[src/hdl/oie_pkg.sv]
// Purpose: Shared constants and types for the opto input expander target.
// Assumes: One 250 MHz clock, synchronous active high reset.
// Notes: Bus lines, jumpers and inputs all arrive from outside this clock domain.
`default_nettype none

package oie_pkg;

    // Bus line pair as seen at the pins
    typedef struct packed {
        logic scl;
        logic sda;
    } oie_i2c_type;

    // Address jumpers
    typedef struct packed {
        logic addr_jumper_bit2;
        logic addr_jumper_bit1;
        logic addr_jumper_bit0;
    } oie_jumper_type;

    // Target protocol states
    typedef enum logic [2:0] {
        ST_IDLE = 3'b000,  // Waiting for a start
        ST_ADDR = 3'b001,  // Shifting in the address byte
        ST_AACK = 3'b010,  // Driving the address acknowledge
        ST_DATA = 3'b011,  // Shifting out the input byte
        ST_DACK = 3'b100   // Sampling the controller acknowledge
    } oie_state_type;

    localparam int CHANNELS = 8;               // Input channels
    localparam int JUMPERS = 3;                // Jumper bits
    localparam int SYNC_W = 2 + JUMPERS + 1 + CHANNELS; // Synchronised bits
    localparam logic [3:0] UPPER_VARIANT0 = 4'h2; // Upper address, variant 0
    localparam logic [3:0] UPPER_VARIANT1 = 4'h3; // Upper address, variant 1
    localparam logic [3:0] BIT_COUNT_ZERO = 4'h0; // Bit counter start
    localparam logic [3:0] BIT_COUNT_ONE = 4'h1;  // Bit counter step
    localparam logic [3:0] ADDR_BITS_DONE = 4'h8; // Address byte complete
    localparam logic [3:0] DATA_LAST_BIT = 4'h7;  // Last data bit driven
    localparam logic [7:0] LAST_READ_RESET = 8'h00; // Input byte seen at reset
    // Synchroniser reset: bus lines sit at their idle high level, so no false edge
    // follows reset; jumpers, strap and inputs clear to zero
    localparam logic [SYNC_W-1:0] SYNC_RESET = 14'h3000;

endpackage : oie_pkg

`default_nettype wire

[src/hdl/oie_sync.sv]
// Purpose: Two flip-flop synchroniser for a vector of asynchronous pins.
// Assumes: Each bit is independent; no multi-bit coherence is needed.
// Notes: The first stage is read only by the second stage.
`default_nettype none

module oie_sync
    import oie_pkg::*;
(
    input wire logic clock_i,
    input wire logic rst_i,
    input wire logic [oie_pkg::SYNC_W-1:0] async_i,
    output logic [oie_pkg::SYNC_W-1:0] sync_o
);

    logic [SYNC_W-1:0] stage1; // Metastability catcher
    logic [SYNC_W-1:0] stage2; // Settled copy

    // One pair of flops per bit
    for (genvar b = 0; b < SYNC_W; b++) begin : g_bit
        always_ff @(posedge clock_i) begin
            if (rst_i) begin
                stage1[b] <= SYNC_RESET[b];
                stage2[b] <= SYNC_RESET[b];
            end else begin
                stage1[b] <= async_i[b];
                stage2[b] <= stage1[b];
            end
        end
    end

    assign sync_o = stage2;

endmodule : oie_sync

`default_nettype wire

[src/hdl/oie_expander.sv]
// Purpose: Read-only eight input bus target with open drain interrupt.
// Assumes: Bus clock far slower than clock_i; pins settle between edges.
// Notes: Input byte is sampled when it is loaded for shifting out.
`default_nettype none

module oie_expander (
    input wire logic clock_i,
    input wire logic rst_i,
    input wire oie_pkg::oie_i2c_type bus_i,
    input wire oie_pkg::oie_jumper_type jumper_i,
    input wire logic variant_i,
    input wire logic [oie_pkg::CHANNELS-1:0] isolated_input_i,
    output logic sda_out_o,
    output logic sda_oe_o,
    output logic int_out_o,
    output logic int_oe_o
);
    import oie_pkg::*;

    logic [SYNC_W-1:0] pins_s;        // Synchronised pin vector
    oie_i2c_type bus_s;               // Synchronised bus lines
    oie_jumper_type jumper_s;         // Synchronised jumpers
    logic variant_s;                  // Synchronised variant strap
    logic [CHANNELS-1:0] port_bit;    // Synchronised inputs, bit 0 is input one

    oie_state_type state;             // Protocol state
    oie_state_type next_state;
    logic [7:0] shift;                // Address in or data out
    logic [7:0] next_shift;
    logic [3:0] bit_cnt;              // Bits moved in this byte
    logic [3:0] next_bit_cnt;
    logic master_ack;                 // Controller asked for another byte
    logic next_master_ack;
    logic [7:0] last_read;            // Byte last handed to the controller
    logic [7:0] next_last_read;
    logic scl_prev;                   // Last bus clock level
    logic sda_prev;                   // Last bus data level
    logic next_sda_oe;
    logic next_int_oe;
    logic load;                       // Input byte taken this cycle

    logic scl_rise;
    logic scl_fall;
    logic start_seen;
    logic stop_seen;
    logic [6:0] own_addr;             // Full seven bit target address

    // Every pin passes two flops before use
    oie_sync u_sync (
        .clock_i(clock_i),
        .rst_i(rst_i),
        .async_i({bus_i, jumper_i, variant_i, isolated_input_i}),
        .sync_o(pins_s)
    );

    assign {bus_s, jumper_s, variant_s, port_bit} = pins_s;

    // Bus edge and condition detection
    assign scl_rise = bus_s.scl && !scl_prev;
    assign scl_fall = !bus_s.scl && scl_prev;
    assign start_seen = bus_s.scl && scl_prev && sda_prev && !bus_s.sda;
    assign stop_seen = bus_s.scl && scl_prev && !sda_prev && bus_s.sda;

    // Address: fixed variant bits above the jumper bits
    assign own_addr = {variant_s ? UPPER_VARIANT1 : UPPER_VARIANT0, jumper_s};

    // Next state of the target
    always_comb begin
        next_state = state;
        next_shift = shift;
        next_bit_cnt = bit_cnt;
        next_master_ack = master_ack;
        next_last_read = last_read;
        load = 1'b0;
        if (start_seen) begin
            // Start or repeated start begins a new address byte
            next_state = ST_ADDR;
            next_bit_cnt = BIT_COUNT_ZERO;
        end else if (stop_seen) begin
            // Stop ends any transfer
            next_state = ST_IDLE;
        end else begin
            unique case (state)
                ST_IDLE: begin
                    next_bit_cnt = BIT_COUNT_ZERO;
                end
                ST_ADDR: begin
                    if (scl_rise) begin
                        // Sample address bits, most significant first
                        next_shift = {shift[6:0], bus_s.sda};
                        next_bit_cnt = bit_cnt + BIT_COUNT_ONE;
                    end else if (scl_fall && bit_cnt == ADDR_BITS_DONE) begin
                        // Acknowledge only our own address
                        if (shift[7:1] == own_addr) begin
                            next_state = ST_AACK;
                        end else begin
                            next_state = ST_IDLE;
                        end
                    end
                end
                ST_AACK: begin
                    if (scl_fall) begin
                        if (shift[0]) begin
                            load = 1'b1;
                        end else begin
                            // Writes carry nothing for an input board
                            next_state = ST_IDLE;
                        end
                    end
                end
                ST_DATA: begin
                    if (scl_fall) begin
                        if (bit_cnt == DATA_LAST_BIT) begin
                            // Release data line for the controller acknowledge
                            next_state = ST_DACK;
                            next_master_ack = 1'b0;
                        end else begin
                            next_shift = {shift[6:0], 1'b0};
                            next_bit_cnt = bit_cnt + BIT_COUNT_ONE;
                        end
                    end
                end
                ST_DACK: begin
                    if (scl_rise) begin
                        if (bus_s.sda) begin
                            // Not acknowledged: transfer over
                            next_state = ST_IDLE;
                        end else begin
                            next_master_ack = 1'b1;
                        end
                    end else if (scl_fall && master_ack) begin
                        load = 1'b1;
                    end
                end
            endcase
        end
        if (load) begin
            // Fresh sample of the inputs, input one in bit zero
            next_state = ST_DATA;
            next_shift = port_bit;
            next_bit_cnt = BIT_COUNT_ZERO;
            next_last_read = port_bit;
        end
        // Drive low for acknowledge or a zero data bit
        next_sda_oe = !((next_state == ST_AACK) ||
                        (next_state == ST_DATA && !next_shift[7]));
        // Pull interrupt while inputs differ from what was last read
        next_int_oe = (port_bit == next_last_read);
    end

    // Register all state and outputs
    always_ff @(posedge clock_i) begin
        if (rst_i) begin
            state <= ST_IDLE;
            shift <= LAST_READ_RESET;
            bit_cnt <= BIT_COUNT_ZERO;
            master_ack <= 1'b0;
            last_read <= LAST_READ_RESET;
            scl_prev <= 1'b1;
            sda_prev <= 1'b1;
            sda_oe_o <= 1'b1;
            sda_out_o <= 1'b0;
            int_oe_o <= 1'b1;
            int_out_o <= 1'b0;
        end else begin
            state <= next_state;
            shift <= next_shift;
            bit_cnt <= next_bit_cnt;
            master_ack <= next_master_ack;
            last_read <= next_last_read;
            scl_prev <= bus_s.scl;
            sda_prev <= bus_s.sda;
            sda_oe_o <= next_sda_oe;
            sda_out_o <= 1'b0;
            int_oe_o <= next_int_oe;
            int_out_o <= 1'b0;
        end
    end
endmodule : oie_expander

`default_nettype wire

[config.mk]
export PLATFORM = sky130hd
export DESIGN_NAME = oie_expander
export DESIGN_NICKNAME = d
export VERILOG_FILES = /design/src/hdl/oie_pkg.sv /design/src/hdl/oie_sync.sv /design/src/hdl/oie_expander.sv
export SDC_FILE = /design/constraint.sdc
export NUM_CORES = 1
export LEC_CHECK = 0
export BUFFER_PORTS_ARGS = -buffer_cell sky130_fd_sc_hd__buf_4
export CAP_MARGIN = 30
export CORE_MARGIN = 10
export CORE_UTILIZATION = 34
export DETAILED_ROUTE_END_ITERATION = 6
export GPL_ROUTABILITY_DRIVEN = 0
export PLACE_DENSITY_LB_ADDON = 0.05
export RECOVER_POWER = 25
export SETUP_SLACK_MARGIN = 0.05
export SLEW_MARGIN = 20
export SYNTH_ARGS = -nofsm -noshare
export SYNTH_HDL_FRONTEND = slang
export SYNTH_SLANG_ARGS = --single-unit
[constraint.sdc]
create_clock -name clock_i -period 3.2 [get_ports clock_i]
set_input_delay 0.48 -clock clock_i [delete_from_list [all_inputs] [get_ports clock_i]]
set_output_delay 0.48 -clock clock_i [all_outputs]
set_load 0.005 [all_outputs]
# Yosys cells after proc, flatten, opt, wreduce, memory -nomap -nowiden
# Index checks and enable logic that the tools add are counted.
[classes]
addsub = 1
bitwise = 2
eq_ne = 21
reduce_logical = 25
mux = 38
[op_table]
columns = ["operator", "n"]
rows = [
  ["8-bit 2-to-1 mux", 7],
  ["3-bit 2-to-1 mux", 11],
  ["2-bit inequality test, second input constant", 8],
  ["8-bit one-hot mux with 2 select lines", 1],
  ["3-bit by 2-bit == test with 1-bit output, second input constant", 4],
  ["4-bit 2-to-1 mux", 3],
  ["3-bit one-hot mux with 4 select lines", 1],
  ["4-bit one-hot mux with 3 select lines", 1],
  ["1-bit 2-to-1 mux", 11],
  ["1-bit logical AND", 10],
  ["3-bit inequality test, second input constant", 3],
  ["8-bit == test", 1],
  ["7-bit by 5-bit == test with 1-bit output", 1],
  ["7-bit AND reduction", 1],
  ["1-bit logical NOT", 6],
  ["6-bit AND reduction", 1],
  ["3-bit nonzero test", 2],
  ["5-bit AND reduction", 1],
  ["4-bit by 1-bit adder with 4-bit output, second input constant", 1],
  ["4-bit by 3-bit == test with 1-bit output, second input constant", 1],
  ["4-bit == test, second input constant", 1],
  ["1-bit one-hot mux with 2 select lines", 2],
  ["3-bit by 1-bit == test with 1-bit output, second input constant", 1],
  ["3-bit == test, second input constant", 1],
  ["other kinds (6)", 7],
]
[totals]
elab_cells = 125
regBits = 56
in_bits = 16
out_inout_bits = 4

# Depth between registers and ports, before layout
# Gate-level depths: netlist (run 1).
[depth]
ltp_word = 13
ltp_mapped = 7
depth_no_buf = 7

# By module
# Synthesis (run 1) repeated with hierarchy kept, for this count alone.
[hier_totals]
cells_unflattened = 240
area_unflattened_um2 = 2292.2
[modules_own_cells]
columns = ["mod", "cells_per_inst", "n_inst", "area_per_inst_um2", "seq_area_each_um2"]
rows = [
  ["oie_expander", 182, 1, 1530.2, 560.5],
  ["oie_sync", 58, 1, 762.0, 560.5],
]

# Least setup slack after synthesis (run 1)
# OpenSTA, ideal clock, no wires.
[synth_path]
kind = "register to register"
from = "register bit_cnt[1]"
to = "register sda_oe_o"
setup_ns = 0.080
setup_slack_ns = 1.561
arrival_time_ns = 1.559
synth_period_minus_slack_ns = 1.639
stages_incl_launch_ff = 8
t_required_ns = 3.120
path_buffers = 1
path_cell_list = "dfxtp_1 > ha_1 > nand3b_4 > a31o_4 > and2_4 > buf_6 > o211a_1 > o2111ai_2"
[synth_between]
elab_chain_len = 12
word_cells_on_any_way = 23
classes_between = "eq/ne (4); mux (14); reduce/logical (5)"
[synth_lines]
columns = ["element", "line", "source"]
rows = [
  ["from (decl)", "oie_expander.sv:30", "logic [3:0] bit_cnt;"],
  ["from (signal assigned)", "oie_expander.sv:168", "bit_cnt <= next_bit_cnt;"],
  ["4-bit == test", "oie_expander.sv:92", "end else if (scl_fall && bit_cnt == ADDR_BITS_DONE) begin"],
  ["1-bit logical AND", "oie_expander.sv:92", ""],
  ["3-bit 2-to-1 mux", "oie_expander.sv:92", ""],
  ["3-bit 2-to-1 mux", "oie_expander.sv:88", "if (scl_rise) begin"],
  ["3-bit one-hot mux with 4 select lines", "oie_expander.sv:83", "unique case (state)"],
  ["3-bit 2-to-1 mux", "oie_expander.sv:79", "end else if (stop_seen) begin"],
  ["3-bit 2-to-1 mux", "oie_expander.sv:75", "if (start_seen) begin"],
  ["3-bit 2-to-1 mux", "oie_expander.sv:137", "if (load) begin"],
  ["3-bit by 2-bit == test with 1-bit output", "oie_expander.sv:146", "(next_state == ST_DATA && !next_shift[7]));"],
  ["1-bit logical AND", "oie_expander.sv:146", ""],
  ["1-bit logical OR (*)", "oie_expander.sv:145", "next_sda_oe = !((next_state == ST_AACK) ||"],
  ["1-bit logical NOT (*)", "oie_expander.sv:145", ""],
  ["to (signal assigned)", "oie_expander.sv:173", "sda_oe_o <= next_sda_oe;"],
  ["to (decl)", "oie_expander.sv:14", "output logic sda_oe_o,"],
]
# Mark *: on every way between the ends. The rest lies on a longest branch, timed or not. The select of a mux whose other input is x is not followed.
# A chain may end at the register's enable or synchronous reset.

# Final worst setup path (run 1)
[layout_path]
from = "register bit_cnt[1]"
to = "register state[1]"
[layout_between]
elab_chain_len = 8
word_cells_on_any_way = 11
classes_between = "eq/ne (2); mux (8); reduce/logical (1)"
[layout_lines]
columns = ["element", "line", "source"]
rows = [
  ["4-bit == test", "oie_expander.sv:92", ""],
  ["1-bit logical AND", "oie_expander.sv:92", ""],
  ["3-bit 2-to-1 mux", "oie_expander.sv:92", ""],
  ["3-bit 2-to-1 mux", "oie_expander.sv:88", ""],
  ["3-bit one-hot mux with 4 select lines (*)", "oie_expander.sv:83", ""],
  ["3-bit 2-to-1 mux (*)", "oie_expander.sv:79", ""],
  ["3-bit 2-to-1 mux (*)", "oie_expander.sv:75", ""],
  ["3-bit 2-to-1 mux (*)", "oie_expander.sv:137", ""],
  ["to (signal assigned)", "oie_expander.sv:166", "state <= next_state;"],
  ["to (decl)", "oie_expander.sv:26", "oie_state_type state;"],
]
# Mark *: on every way between the ends. The rest lies on a longest branch, timed or not.

==> results of run 1 <==
synthesized netlist by cell type, drive strengths merged (4+ instances only):
master	number	area (sq um)
inv	4	15.0
o21ai	5	25.0
clkbuf	8	31.3
nor2b	28	175
nand2	32	120
or2	6	37.5
a31oi	7	43.8
xnor2	9	78.8
dfxtp	56	1120
a21oi	11	66.3
and2	4	27.5
xor2	7	61.3
nor2	11	41.3
o31ai	4	30.0
buf	8	60.1
metrics by stage:
stage / setup slack, ns / hold slack, ns / util [%]
2_1_floorplan: 1.56 / 0.389 / -
3_3_place_gp: 1.39 / 0.392 / 37.0
5_1_grt: 1.20 / 0.337 / 38.3
4_1_cts: 1.35 / 0.333 / 38.3
3_5_place_dp: 1.42 / 0.396 / 37.0
6_report: 1.33 / 0.343 / 38.3
cell families after synthesis:
| group | share of synthesized area [%] |
|---|---|
| multiplexers | 0.430 |
| flip-flops | 48.1 |
| other | 0.161 |
| buffers and inverters | 4.57 |
| AND/OR/NAND/NOR | 25.9 |
| AO/OA/AOI/OAI | 13.7 |
| adder cells (fa/ha/maj) | 1.07 |
| XOR/XNOR | 6.02 |
layer usage:
metal,up-vias,global-route usage (%)
li1,844,-
met1,764,14.0
met3,9,2.41
met4,0,3.96
met5,-,0
met2,25,13.5
flip-flops by register name (all words and copies together), names as in the netlist:
name	flops
u_sync.sync_o	14
int_oe_o	1
master_ack	1
sda_prev	1
sda_oe_o	1
shift	8
scl_prev	1
state	3
bit_cnt	4
last_read	8
u_sync.stage1	14
path summary, 6_finish.rpt:
path | start | end | slack [ns] | depth (start not counted)
worst min-delay path | bus_i[1] | u_sync.stage1[13] | 0.34 | 2
worst max-delay path | bit_cnt[1] | state[1] | 1.33 | 6
worst min register to register | u_sync.stage1[13] | u_sync.sync_o[13] | 0.42 | 1
worst max register to register | bit_cnt[1] | state[1] | 1.33 | 6
where the power goes:
part,switching (mW),total [mW],leakage (nW),internal [mW]
Clock,0.243,0.399,0.0445,0.156
Combinational,0.0435,0.0906,0.449,0.0471
Sequential,0.0171,0.736,0.458,0.719
layout make-up:
type                    count  area, sq um  share of cell area, %
flip-flops and latches     56         1120                   43.6
multi-input cells         169         1100                   42.9
repair buffers             19          143                   5.54
well taps                  80          100                   3.89
clock buffers               5         68.8                   2.67
clock inverters             3         21.3                  0.826
inverters                   4         15.0                  0.583
==> metrics.yaml, run 1 <==
status:
  outcome: "finished clean"
worst_setup_path:
  crit_family: "compound AO/OA/AOI/OAI gates"
  cp.arrival_ns: 2.09
  critPathSlowestCell: "dfxtp_1"
  crit_fanout: 6
  cp.required_ns: 3.42
  cp_num_buf_inv: 0
  cp-end-kind: "flop"
  crit_chain: "ha_1 -> nand3b_4 -> o311a_1 -> a311oi_1 -> o21ai_1 -> and2_1"
  critical_path.startpoint_type: "flop"
  criticalPathCategory: "flop to flop"
  slowest_delay_ns: 0.39
final_layout:
  fin_nets: 273
  antenna_cells: 0
  final_cell_mix: "dfxtp_1 (56), nand2_1 (32), nor2b_1 (28)"
  stdcell_area_sq_um: 2570
  fill_cells: 679
  areaGrowthSynthToFinish_pct: 10.5
  final_common_cell: "dfxtp_1"
  final_cells: 336
  drive_gt1_share_pct: 17.2
routing:
  via_count: 1642
  drc_errors: 0
  wl_met3_um: 120
  postRouteAntennaNets: 0
  met2_length_mm: 2.01
  routed_via_density: 4.89
  top_layer_used: "met4"
  drtPass1Iterations: 4
  drt-met1-wl_mm: 2.62
  post_drt_wl_per_cell_um: 14.4
  wirelength_mm: 4.83
  drtIter0Drc: 98
timing:
  skew_ns: 0.00431
  worstMarginPinSlew_ns: 0.527
  slew_headroom_pct: 64.9
  fmaxAchievable_mhz: 534
  fin_crit_sh_pct: 58.5
  finalHoldViolCount: 0
  min_period_ns: 1.87
  tns_ns: 0
  setup_violations: 0
  slew_violations: 0
  rsz0062_at_grt: "false"
job:
  drv_cap: 0
yosys:
  ys_async_sr_fraction_pct: 0
  yosysWarnings: 0
  ys_seq_elements: 56
  ys_seq_area_share_pct: 48.1
  ys.flop_type: "dfxtp_1"
  synth_cell_types: 52
  synth_edf_count: 0
  syn_inst: 244
  syn_area_per_cell_sq_um: 9.54
  syn_area_sq_um: 2330
floorplan:
  fp.dieArea_sq_um: 10600
  start_util_pct: 34.7
  rows: 30
  core-area_sq_um: 6720
  die_w_um: 103
  die_h_um: 103
  io_pins: 20
cts:
  clock_latency_ns: 0.31
  cts_resized: 0
  clockBufferDepth: 2
  cts_root_buffer: "clkbuf_8"
  cts_sinks: 56
  hold_buffers: 0
  path_clk_slew_ns: 0.10
  cts_setup_buffers: 0
  h-tree-depth: 2
  cts_tree: "built"
  cts_buffers: 5
hold_path:
  hold_class: "input port to flop"
global_route:
  grt-ovfl-total: 0
  antenna_found_initial: 0
  grt_pass1_wl_mm: 8.14
  track_usage_pct: 9.75
  grt_pass1_vias: 1651
  grt_max_degree: 53
pwr:
  peakVddDrop_mv: 0.206
  power_density_nw_per_um2: 476
  report.power.total_mw: 1.23
  leakage_nw: 0.952
place:
  post_dp_cell_area_sq_um: 2480
  placedCellCount: 328
  hpwl_mm: 3.24
  portBuffers: 17
Power figures use the tool's default switching activity.
==> inputs of run 2 (changes only) <==
- clock period: 3.2 -> 1.88 ns (I/O delays scaled with it)
==> run 2 against run 1 <==
- sequential share of layout area decreased by 0.84 points
- critical endpoint is now shift[2]
- wire length decreased by 3.1%
- final cell count increased by 1.8%
- total power increased by 70%
==> metrics.yaml, run 2 (synthesis results as in run 1) <==
pwr:
  swShare_pct: 24.3
  power_density_nw_per_um2: 793
  p_sw_mw: 0.506
  peakVddDrop_mv: 0.323
  p_comb_share_pct: 8.1
  seqPwrFrac_pct: 59.9
  clockPowerShare_pct: 32.1
  leakage_nw: 0.980
  p_int_mw: 1.58
global_route:
  grt-ovfl-total: 0
  antenna_found_initial: 0
  track_usage_pct: 9.53
  grt_pass1_wl_mm: 7.88
  grt_pass1_vias: 1632
  grt_max_degree: 53
routing:
  via_count: 1669
  wirelength_mm: 4.69
  drc_errors: 0
  drtPass1Iterations: 4
  post_drt_wl_per_cell_um: 13.7
  routed_via_density: 4.88
  drtIter0Drc: 73
  postRouteAntennaNets: 0
timing:
  fmaxAchievable_mhz: 579
  finalHoldViolCount: 0
  skew_ns: 0.00559
  slew_headroom_pct: 29.8
  slew_violations: 0
  setup_violations: 0
  min_period_ns: 1.73
  rsz0062_at_grt: "true"
  tns_ns: 0
  worstMarginPinSlew_ns: 1.05
  fin_crit_sh_pct: 91.9
place:
  placedCellCount: 334
  portBuffers: 17
  hpwl_mm: 3.32
final_layout:
  areaGrowthSynthToFinish_pct: 12.8
  antenna_cells: 0
  fill_cells: 692
  fin_nets: 279
  final_cells: 342
  final-seq-area_sq_um: 1120
  final_common_cell: "dfxtp_1"
  final_cell_mix: "dfxtp_1 (55), nand2_1 (32), nor2b_1 (28)"
  multi_input_area_sq_um: 1110
  drive_gt1_share_pct: 20.6
worst_setup_path:
  crit_fanout: 7
  cp-end-kind: "flop"
  crit_chain: "nor2b_1 -> a31o_4 -> and2_4 -> mux2i_1 -> a211oi_2"
  cp.required_ns: 2.03
  critPathSlowestCell: "dfxtp_1"
  cp.arrival_ns: 1.88
  slowest_delay_ns: 0.41
  critical_path.startpoint_type: "flop"
  criticalPathCategory: "flop to flop"
cts:
  cts_setup_buffers: 0
  path_clk_slew_ns: 0.10
  h-tree-depth: 2
  cts_tree: "built"
  cts_buffers: 5
  hold_buffers: 0
  clockBufferDepth: 2
  cts_sinks: 56
  clock_latency_ns: 0.31
  cts_root_buffer: "clkbuf_8"
floorplan:
  die_w_um: 103
  rows: 30
  fp.dieArea_sq_um: 10600
  start_util_pct: 34.7
  core-area_sq_um: 6720
  die_h_um: 103
  io_pins: 20
hold_path:
  hold_class: "input port to flop"
job:
  drv_cap: 0
status:
  outcome: "finished clean"
==> run 2: changes by cell type in the layout (fill, tap and decap cells not counted), sizes merged <==
cell,previous run,this run
buf,19,24
clkbuf,5,6
==> run 2: routing by layer <==
metal  global-route usage (%)  routed length [um]  up-vias
li1                         -                   -      859
met1                     13.8                2490      767
met2                     12.9                1890       37
met3                     2.75                 220        6
met4                     3.64                  80        0
met5                        0                   0        -
==> run 2: what timing repair did <==
| item | in CTS | in global routing |
|---|---|---|
| gates resized for setup | 0 | 4 |
| hold endpoints to repair | 0 | 0 |
| setup endpoints to repair | 0 | 9 |
==> run 2: area by class of cell <==
type                            count  area share [%]
Sequential cell                    56            42.7
Multi-Input combinational cell    169            42.4
Inverter                            4           0.571
Tap cell                           80            3.81
Clock inverter                      3           0.810
Clock buffer                        5            2.62
Timing Repair Buffer               25            7.05
==> run 2: power by group through the flow <==
| stage | combinational (mW) | sequential (mW) | clock (mW) |
|---|---|---|---|
| 2_1_floorplan | 0.119 | 1.26 | 0 |
| 3_3_place_gp | 0.171 | 1.27 | 0 |
| 3_5_place_dp | 0.170 | 1.27 | 0 |
| 4_1_cts | 0.170 | 1.25 | 0.705 |
| 5_1_grt | 0.190 | 1.25 | 0.760 |
| 6_report | 0.168 | 1.25 | 0.669 |
==> run 2: final timing paths <==
check / startpoint / end / slack, ns / cells after the start
worst max-delay path: scl_prev / shift[2] / 0.15 / 5
worst min-delay path: bus_i[1] / u_sync.stage1[13] / 0.15 / 2
worst max register to register: scl_prev / shift[2] / 0.15 / 5
worst min register to register: u_sync.stage1[13] / u_sync.sync_o[13] / 0.42 / 1
==> run 2: worst max-delay path: cells and delay by family (launching register included) <==
family	cells	cell delay [ns]
and+or+nand+nor	2	0.58
DFF	1	0.41
AOI/OAI and AO/OA	2	0.34
muxes	1	0.24
==> run 2: through the flow <==
stage                     instance area, sq um  utilization (%)  power [mW]  hold slack [ns]  setup slack [ns]
final                                     2630             39.1        2.08            0.150             0.152
after global routing                      2630             39.1        2.20            0.122            0.0263
after CTS                                 2620             39.0        2.12            0.136            0.0627
after detailed placement                  2530             37.6        1.44            0.397            0.0888
after global placement                    2530             37.6        1.45            0.392            0.0352
after floorplan                           2330                -        1.38            0.386             0.241
